<file path="src/spm_consts.svh">
// constants for the serial peripheral port: offsets, fields, resets
// Function
// - set done flag when each byte finishes
// - done flag cleared by write or data read
// - data write mid-transfer sets collision flag
// - relocated pins auto-enable the two-wire interface
// - master select one drives serial clock out
// - master select zero takes serial clock in
// - polarity bit sets serial clock idle level
// - phase bit picks leading or trailing launch
// - rate bits divide clock by 2/4/8/16
// - slave read of rate_lo returns select pin
// - data write loads byte to transmit
// - data read returns last received byte
// - master write starts eight clock burst
// - msb first, one bit each way per clock
// - slave latches byte per phase rule
`ifndef SPM_CONSTS_SVH
`define SPM_CONSTS_SVH

// ==========================================================
// register indices (byte address = 4 * index)
`define SPM_IDX_DATA 10'h0F7
`define SPM_IDX_CTRL 10'h0F8
`define SPM_IDX_ISTS 10'h0F9
`define SPM_IDX_ICLR 10'h0FA
`define SPM_IDX_IEN 10'h0FB
`define SPM_IDX_CFG 10'h0FC

// ==========================================================
// control register fields
`define SPM_BIT_DONE 7
`define SPM_BIT_COLL 6
`define SPM_BIT_PEN 5
`define SPM_BIT_MSTR 4
`define SPM_BIT_CPOL 3
`define SPM_BIT_CPHA 2
`define SPM_BIT_RHI 1
`define SPM_BIT_RLO 0
`define SPM_CTRL_RST 8'h04
`define SPM_DATA_RST 8'h00

// ==========================================================
// interrupt bits, config bit, timing
`define SPM_INT_DONE 0
`define SPM_INT_COLL 1
`define SPM_CFG_ALT 0
`define SPM_LAST_EDGE 4'hF
`define SPM_PIN_RST 4'h8

`endif

</file>
<file path="src/spm_pkg.sv">
// types shared by the serial peripheral port modules
package spm_pkg;

  // ==========================================================
  // master shift sequencer
  typedef enum logic {SPM_IDLE, SPM_SHIFT} spm_mode_t;

  // ==========================================================
  // synchronised pins: {ss_n, miso, mosi, sclk}
  typedef struct packed {
    logic ss_n;
    logic miso;
    logic mosi;
    logic sclk;
  } spm_pins_t;

  typedef struct packed {
    spm_pins_t s1;
    spm_pins_t s2;
    spm_pins_t s3;
    spm_pins_t out;
  } spm_sync_st_t;

  // ==========================================================
  // whole state of the port
  typedef struct packed {
    spm_mode_t mode;
    logic xfer_done;
    logic coll;
    logic pen;
    logic mstr;
    logic cpol;
    logic cpha;
    logic [1:0] rate;
    logic alt;
    logic [7:0] rx;
    logic [7:0] sh;
    logic dout;
    logic sclk;
    logic [3:0] edge_n;
    logic [3:0] div;
    logic got16;
    logic sclk_prev;
    logic [1:0] sts;
    logic [1:0] ien;
    logic ack;
    logic [7:0] rdat;
    logic irq;
    logic sclk_oe;
    logic mosi_oe;
    logic miso_oe;
    logic i2c_en;
  } spm_state_t;

endpackage

</file>
<file path="src/spm_top.sv">
// serial peripheral port with classic wishbone register slave
`timescale 1ns/1ns
`default_nettype none
`include "spm_consts.svh"

module spm_top
  import spm_pkg::*;
(
  input wire logic clk_sys,
  input wire logic resetn,
  input wire logic ce,
  input wire logic wb_cyc_i,
  input wire logic wb_stb_i,
  input wire logic wb_we_i,
  input wire logic [11:0] wb_adr_i,
  input wire logic [3:0] wb_sel_i,
  input wire logic [31:0] wb_dat_i,
  output logic [31:0] wb_dat_o,
  output logic wb_ack_o,
  output logic irq_o,
  input wire logic sclk_i,
  output logic sclk_o,
  output logic sclk_oe,
  input wire logic mosi_i,
  output logic mosi_o,
  output logic mosi_oe,
  input wire logic miso_i,
  output logic miso_o,
  output logic miso_oe,
  input wire logic ss_n_i,
  output logic i2c_en_o
);

  spm_state_t s_q;
  spm_state_t s_d;
  spm_pins_t pin_s;
  logic req;
  logic wr;
  logic rd;
  logic [9:0] idx;
  logic [7:0] wd;
  logic busy;
  logic done;
  logic sclk_edge;

  // ==========================================================
  // pin synchronisers; every pin from the far side is asynchronous
  spm_sync u_sync (
    .clk_sys(clk_sys),
    .resetn(resetn),
    .ce(ce),
    .pin('{ss_n: ss_n_i, miso: miso_i, mosi: mosi_i, sclk: sclk_i}),
    .pin_s(pin_s)
  );

  // ==========================================================
  // one serial clock edge: sample or launch depending on phase
  function automatic spm_state_t step(input spm_state_t st, input logic rxb);
    logic lead;
    logic samp;
    begin
      lead = ~st.edge_n[0];
      samp = lead ^ st.cpha;
      if (samp)
      begin
        st.sh[0] = rxb;
      end
      else if (st.cpha || st.edge_n != `SPM_LAST_EDGE)
      begin
        // phase zero has no launch on the final trailing edge
        st.dout = st.sh[7];
        st.sh = {st.sh[6:0], 1'b0};
      end
      st.edge_n = st.edge_n + 4'h1;
      step = st;
    end
  endfunction

  // ==========================================================
  // bus decode: classic single cycle, ack one cycle after strobe
  assign req = wb_cyc_i & wb_stb_i & ~s_q.ack;
  assign wr = req & wb_we_i & wb_sel_i[0];
  assign rd = req & ~wb_we_i;
  assign idx = wb_adr_i[11:2];
  assign wd = wb_dat_i[7:0];
  assign sclk_edge = pin_s.sclk ^ s_q.sclk_prev;

  // a transfer counts as running mid-burst in either mode
  always_comb
  begin
    if (s_q.mstr)
    begin
      busy = s_q.mode == SPM_SHIFT;
    end
    else
    begin
      busy = s_q.edge_n != 4'h0 || s_q.got16;
    end
  end

  // ==========================================================
  // next state: software first, hardware events last so sets win
  always_comb
  begin
    s_d = s_q;
    done = 1'b0;
    s_d.ack = req;
    s_d.rdat = 8'h00;
    s_d.sclk_prev = pin_s.sclk;

    // register reads; unmapped addresses read zero
    if (rd)
    begin
      case (idx)
        `SPM_IDX_DATA:
        begin
          s_d.rdat = s_q.rx;
          s_d.xfer_done = 1'b0;
        end
        `SPM_IDX_CTRL:
        begin
          s_d.rdat = {s_q.xfer_done, s_q.coll, s_q.pen, s_q.mstr, s_q.cpol, s_q.cpha,
                      s_q.rate[1], s_q.mstr ? s_q.rate[0] : pin_s.ss_n};
        end
        `SPM_IDX_ISTS:
        begin
          s_d.rdat = {6'h00, s_q.sts};
        end
        `SPM_IDX_IEN:
        begin
          s_d.rdat = {6'h00, s_q.ien};
        end
        `SPM_IDX_CFG:
        begin
          s_d.rdat = {7'h00, s_q.alt};
        end
        default:
        begin
          s_d.rdat = 8'h00;
        end
      endcase
    end

    // register writes
    if (wr)
    begin
      case (idx)
        `SPM_IDX_DATA:
        begin
          if (busy)
          begin
            s_d.coll = 1'b1;
            s_d.sts[`SPM_INT_COLL] = 1'b1;
          end
          else if (s_q.pen)
          begin
            // phase zero shows the msb before the first edge
            s_d.sh = s_q.cpha ? wd : {wd[6:0], 1'b0};
            s_d.dout = s_q.cpha ? s_q.dout : wd[7];
            if (s_q.mstr)
            begin
              s_d.mode = SPM_SHIFT;
              s_d.edge_n = 4'h0;
              s_d.div = 4'((5'h01 << s_q.rate) - 5'h01);
            end
          end
        end
        `SPM_IDX_CTRL:
        begin
          // flags clear on a zero, a one leaves them alone
          s_d.xfer_done = s_q.xfer_done & wd[`SPM_BIT_DONE];
          s_d.coll = s_q.coll & wd[`SPM_BIT_COLL];
          s_d.pen = wd[`SPM_BIT_PEN];
          s_d.mstr = wd[`SPM_BIT_MSTR];
          s_d.cpol = wd[`SPM_BIT_CPOL];
          s_d.cpha = wd[`SPM_BIT_CPHA];
          s_d.rate = {wd[`SPM_BIT_RHI], wd[`SPM_BIT_RLO]};
        end
        `SPM_IDX_ICLR:
        begin
          s_d.sts = s_q.sts & ~wd[1:0];
        end
        `SPM_IDX_IEN:
        begin
          s_d.ien = wd[1:0];
        end
        `SPM_IDX_CFG:
        begin
          s_d.alt = wd[`SPM_CFG_ALT];
        end
        default:
        begin
          s_d.ien = s_d.ien;
        end
      endcase
    end

    // serial engine
    if (!s_q.pen)
    begin
      s_d.mode = SPM_IDLE;
      s_d.edge_n = 4'h0;
      s_d.got16 = 1'b0;
      s_d.sclk = s_d.cpol;
    end
    else if (s_q.mstr)
    begin
      case (s_q.mode)
        SPM_SHIFT:
        begin
          if (s_q.div == 4'h0)
          begin
            // half period of 2^rate cycles: fosc/2,4,8,16
            s_d.div = 4'((5'h01 << s_q.rate) - 5'h01);
            s_d.sclk = ~s_q.sclk;
            s_d = step(s_d, pin_s.miso);
            if (s_q.edge_n == `SPM_LAST_EDGE)
            begin
              s_d.mode = SPM_IDLE;
              done = 1'b1;
            end
          end
          else
          begin
            s_d.div = s_q.div - 4'h1;
          end
        end
        default:
        begin
          // new polarity shows at once, so enabling makes no false edge
          s_d.sclk = s_d.cpol;
        end
      endcase
    end
    else
    begin
      // slave: clock comes in, edges count only while selected
      s_d.mode = SPM_IDLE;
      s_d.sclk = s_d.cpol;
      if (pin_s.ss_n)
      begin
        s_d.edge_n = 4'h0;
        s_d.got16 = 1'b0;
        if (s_q.got16)
        begin
          done = 1'b1;
        end
      end
      else if (sclk_edge)
      begin
        s_d = step(s_d, pin_s.mosi);
        if (s_q.edge_n == `SPM_LAST_EDGE)
        begin
          if (s_q.cpha)
          begin
            done = 1'b1;
          end
          else
          begin
            s_d.got16 = 1'b1;
          end
        end
      end
    end

    // completion: latch received byte and raise the flags
    if (done)
    begin
      s_d.rx = s_d.sh;
      s_d.xfer_done = 1'b1;
      s_d.sts[`SPM_INT_DONE] = 1'b1;
    end

    // pin enables and the shared-pin arbitration
    s_d.sclk_oe = s_d.pen & s_d.mstr;
    s_d.mosi_oe = s_d.pen & s_d.mstr;
    s_d.miso_oe = s_d.pen & ~s_d.mstr & ~pin_s.ss_n;
    s_d.i2c_en = ~s_d.pen | s_d.alt;
    s_d.irq = |(s_d.sts & s_d.ien);
  end

  // ==========================================================
  // state register; clock enable low freezes everything
  always_ff @(posedge clk_sys)
  begin
    if (!resetn)
    begin
      s_q <= '0;
      s_q.cpha <= 1'b1;
      s_q.i2c_en <= 1'b1;
    end
    else if (ce)
    begin
      s_q <= s_d;
    end
  end

  // ==========================================================
  // outputs, all straight from the state register
  assign wb_dat_o = {24'h000000, s_q.rdat};
  assign wb_ack_o = s_q.ack;
  assign irq_o = s_q.irq;
  assign sclk_o = s_q.sclk;
  assign sclk_oe = s_q.sclk_oe;
  assign mosi_o = s_q.dout;
  assign mosi_oe = s_q.mosi_oe;
  assign miso_o = s_q.dout;
  assign miso_oe = s_q.miso_oe;
  assign i2c_en_o = s_q.i2c_en;

endmodule
`default_nettype wire

</file>
<file path="src/spm_sync.sv">
// three-stage pin synchroniser with agreement filter
`timescale 1ns/1ns
`default_nettype none
`include "spm_consts.svh"

module spm_sync
  import spm_pkg::*;
(
  input wire logic clk_sys,
  input wire logic resetn,
  input wire logic ce,
  input wire spm_pins_t pin,
  output spm_pins_t pin_s
);

  spm_sync_st_t s_q;
  spm_sync_st_t s_d;

  // ==========================================================
  // next state: a bit moves only once stages two and three agree
  always_comb
  begin
    s_d = s_q;
    s_d.s1 = pin;
    s_d.s2 = s_q.s1;
    s_d.s3 = s_q.s2;
    s_d.out = ((s_q.s2 ^ s_q.s3) & s_q.out) | (~(s_q.s2 ^ s_q.s3) & s_q.s3);
  end

  // ==========================================================
  // state register; select idles high out of reset
  always_ff @(posedge clk_sys)
  begin
    if (!resetn)
    begin
      s_q <= {`SPM_PIN_RST, `SPM_PIN_RST, `SPM_PIN_RST, `SPM_PIN_RST};
    end
    else if (ce)
    begin
      s_q <= s_d;
    end
  end

  assign pin_s = s_q.out;

endmodule
`default_nettype wire

</file>
<file path="config.mk">
export PLATFORM = sky130hd
export DESIGN_NAME = spm_top
export DESIGN_NICKNAME = d
export VERILOG_FILES = /design/src/spm_pkg.sv /design/src/spm_top.sv /design/src/spm_sync.sv
export VERILOG_INCLUDE_DIRS = /design/src
export SDC_FILE = /design/constraint.sdc
export NUM_CORES = 1
export LEC_CHECK = 0
export ABC_AREA = 1
export BUFFER_PORTS_ARGS = -buffer_cell sky130_fd_sc_hd__buf_4
export CORE_UTILIZATION = 49
export CTS_CLUSTER_SIZE = 28
export DETAILED_ROUTE_END_ITERATION = 6
export PLACE_DENSITY_LB_ADDON = 0.2
export SLEW_MARGIN = 20
export SYNTH_ARGS = -nofsm -noshare
export SYNTH_HDL_FRONTEND = slang
export SYNTH_SLANG_ARGS = --single-unit
</file>
<file path="constraint.sdc">
create_clock -name clk_sys -period 2.2 [get_ports clk_sys]
set_input_delay 0.55 -clock clk_sys [delete_from_list [all_inputs] [get_ports clk_sys]]
set_output_delay 0.55 -clock clk_sys [all_outputs]
set_load 0.01 [all_outputs]
</file>
==> parameters.txt <==
Parameter                              Value

Synthesis
  Number of distinct library cell variants in the gate-level netlist after synthesis    47
  Share of async-settable or async-resettable flops after synthesis    0%
  Register bit count reported by yosys    71
  Cell with the most instances after synthesis    sky130_fd_sc_hd__nand2_1
  Leading post-synthesis cells by cell area    sky130_fd_sc_hd__dfxtp_1, sky130_fd_sc_hd__nand2_1, sky130_fd_sc_hd__buf_4
  Leading cell types by count after synthesis    sky130_fd_sc_hd__nand2_1, sky130_fd_sc_hd__dfxtp_1, sky130_fd_sc_hd__inv_1, sky130_fd_sc_hd__a21oi_1, sky130_fd_sc_hd__nor2_1
  Area fraction of the dominant cell type after synthesis    34.3%
  Post-synthesis cell type with the largest combined area    sky130_fd_sc_hd__dfxtp_1
  Post-Synthesis Cells    between 600 and 700
  Number of enable-type register cells in the synthesized netlist    0
  Synthesized area per cell    6.80 sq um
  Post-synthesis instance area    around 4100 sq um
  Sequential element share of the synthesized area    34.3%
  Count of warnings emitted by yosys    0
  Most used flip-flop cell after synthesis    sky130_fd_sc_hd__dfxtp_1

Timing
  Number of max-slew violations in the final report    0
  Setup repair after global routing missed its margin    false
  Final clock period utilization by the worst path    approximately 93%
  Final clock skew    between 10 and 15 ps
  Final critical-path setup slack    164 ps
  Worst slew slack as a fraction of its limit    approximately 44%
  Total Negative Setup Slacks    0 ps
  Least-Margin Pin Slew    838 ps
  Total of endpoints with negative setup slack in the final report    0
  Top achievable clock speed    491 MHz
  Post-route minimum period    2040 ps
  Number of hold violations in the final report    0

Cells and area
  Area Overhead vs Synth    19.9%
  Share of post-route cells with drive strength above 1    22.6%
  Summed area of non-filler cells in the final layout    4960 sq um
  Layout fillers    about 820
  Number of diodes    0
  Nets@finish    741
  Number of standard cells in the final layout excluding fillers    791

Floorplan
  Initial Util    about half
  Die area    between 8000 and 9000 sq um
  Die width    approximately 94 um
  Floorplan die height    93.9 um
  Core box area    about 8000 sq um
  Number of top-level pins    just under 100
  # rows    33

Place
  Setup WS pre-CTS    -226 ps
  Final Wtd Congestion    just under 1
  Half-perimeter wire length of the detailed placement result    about 8100 um
  Post-detailed-placement cell area    4730 sq um
  Count of buffers inserted at the top-level ports    45
  # placed instances    774

Global routing
  Total global routing track utilization    25.6%
  Vias in the first global route    3759
  Antenna violations before repair    0
  Maximum number of pins on one net before global-route repair    46
  Global route overflow    0
  Wire length of the first global-routing pass    17600 um

Critical path
  Worst EP arrival    2280 ps
  Number of buffer and inverter instances along the worst setup path    4
  Highest cell delay on the worst timing path    roughly 340 ps
  Count of cell instances traversed by the critical path    13
  Endpoint of the worst register-to-register path    s_q[36]
  Crit path top cell by count    sky130_fd_sc_hd__o21ai_1
  Worst flop-to-flop path startpoint    wb_ack_o
  Reg2Reg Setup Slack    160 ps
  CP Data Required Time    2440 ps
  R2R depth    13
  Worst setup path startpoint    wb_ack_o
  Biggest fanout along the worst timing path    8
  Worst-path cell with the longest stage delay    sky130_fd_sc_hd__dfxtp_1
  Critical-path cell list    inv_2 > nand3_2 > nor2_4 > buf_4 > nand4_4 > nor2_2 > o211ai_1 > o21ai_1 > inv_1 > nand2_1 > o21ai_1 > o21ai_1 > inv_1
  Critical path startpoint category    flip-flop
  Worst setup path endpoint    s_q[36]
  Kind of critical path    flip-flop to flip-flop
  Kind of cell adding the most delay to the critical path    simple AND/OR/NAND/NOR gates
  CP Capture Type    flip-flop

Drt
  Post-DRT Antenna Nets    0
  # DRC    0
  Routed length per instance    13.8 um
  Via density per instance    5.30
  Vias    4189
  Count of routing violations after the opening detailed-route iteration    309
  Detailed-route wire length    10900 um
  TritonRoute pass-1 iters    5

Clock tree
  Clock insertion delay at the later pin of the skew report    350 ps
  TritonCTS clock tree    yes
  Clock slew at the register clock pins of the worst setup and hold paths    approximately 80 ps
  Hold-fix buffers, CTS    0
  Clock tree sinks    71
  Root Buffer    sky130_fd_sc_hd__clkbuf_8
  Clock buffer count from CTS    9
  H-tree level count    3
  Longest Clk Path Bufs    2

Pwr
  Leak    ~0.0021 uW
  Power per Cell Area    543 nW/um^2
  Power consumption    2690 uW
  Maximum vdd ir drop    459 uV

Run
  Max-capacitance violation count    0

Worst hold path
  Min-delay worst type    input pin to flip-flop

Run status
  Outcome    complete, no violations
==> worst min-delay path by stage <==
stage               slack, ps             end      startpoint  cells after the start
finish                    430  u_sync.s_d[11]          ss_n_i                      3
global route              420  u_sync.s_d[11]          ss_n_i                      3
CTS                       420  u_sync.s_d[11]          ss_n_i                      3
detailed placement        450   u_sync.s_d[7]   u_sync.s_d[7]                      2
global placement          440   u_sync.s_d[7]   u_sync.s_d[7]                      2
floorplan                 430  u_sync.s_d[11]  u_sync.s_d[11]                      2
==> kinds of logic after synthesis <==
| family | after synthesis | share of synthesized area (%) |
|---|---|---|
| xor+xnor | 3 | 0.635 |
| other cells | 1 | 0.0906 |
| simple gates | 249 | 27.5 |
| buf+inv | 126 | 15.1 |
| flops | 71 | 34.3 |
| mux | 2 | 0.484 |
| fa+ha+maj | 2 | 0.604 |
| compound gates | 155 | 21.3 |
==> sequential cells by signal, summed over array words and instances, names as in the netlist, named ones only <==
| register | count |
|---|---|
| mosi_oe | 1 |
| sclk_o | 1 |
| irq_o | 1 |
| miso_oe | 1 |
| u_sync.s_d | 8 |
| wb_ack_o | 1 |
| wb_dat_o | 8 |
| i2c_en_o | 1 |
| s_q | 40 |
| miso_o | 1 |
| u_sync.s_q | 4 |
==> where the power goes <==
| group | leakage, uW | switching (uW) | internal, uW |
|---|---|---|---|
| Clock | 0.0000993 | 521 | 560 |
| Sequential | 0.000577 | 16.6 | 1310 |
| Combinational | 0.00146 | 174 | 106 |
==> stage by stage <==
| stage | utilization [%] | hold WS (ps) |
|---|---|---|
| 5_1_grt | 60.7 | 419 |
| 3_5_place_dp | 57.8 | 446 |
| 6_report | 60.7 | 427 |
| 3_3_place_gp | 57.8 | 441 |
| 4_1_cts | 60.3 | 421 |
| 2_1_floorplan | - | 429 |
==> layer usage <==
layer  global-route usage (%)  routed length, um  vias up
li1                         -                  -     2110
met1                     33.9               5030     1915
met2                     41.5               4960      148
met3                     5.18                739       16
met4                     8.21                203        0
met5                        0                  0        -
==> tightest hold or removal path: stages <==
cell,delay (ps)
sky130_fd_sc_hd__buf_4,70
sky130_fd_sc_hd__nand2_1,40
sky130_fd_sc_hd__nand3_1,70
==> final cells by class <==
cell class	count	area (sq um)	area share [%]
repair buffers	94	706	14.2
clock inverters	6	67.6	1.36
inverters	69	262	5.27
multi-input cells	436	2240	45.1
clock buffers	10	138	2.77
well taps	105	131	2.65
flip-flops and latches	71	1420	28.7
==> placed cells by master (no fill, tap or decap), types with 11 or more instances in the layout <==
master / Yosys / layout
sky130_fd_sc_hd__a21oi_1: 53 / 53
sky130_fd_sc_hd__buf_4: 37 / 94
sky130_fd_sc_hd__conb_1: 1 / 24
sky130_fd_sc_hd__dfxtp_1: 71 / 71
sky130_fd_sc_hd__inv_1: 57 / 55
sky130_fd_sc_hd__inv_2: 12 / 13
sky130_fd_sc_hd__nand2_1: 128 / 124
sky130_fd_sc_hd__nand3_1: 32 / 32
sky130_fd_sc_hd__nor2_1: 52 / 52
sky130_fd_sc_hd__o211ai_1: 11 / 11
sky130_fd_sc_hd__o21ai_0: 45 / 45
sky130_fd_sc_hd__o21ai_1: 15 / 14
==> repair_timing <==
action / in CTS / in global routing
setup endpoints to repair: 0 / 13
resized for setup: 0 / 4
hold endpoints to repair: 0 / 0
buffers inserted: 0 / 0
No activity file was read; power rests on OpenSTA's default activity.
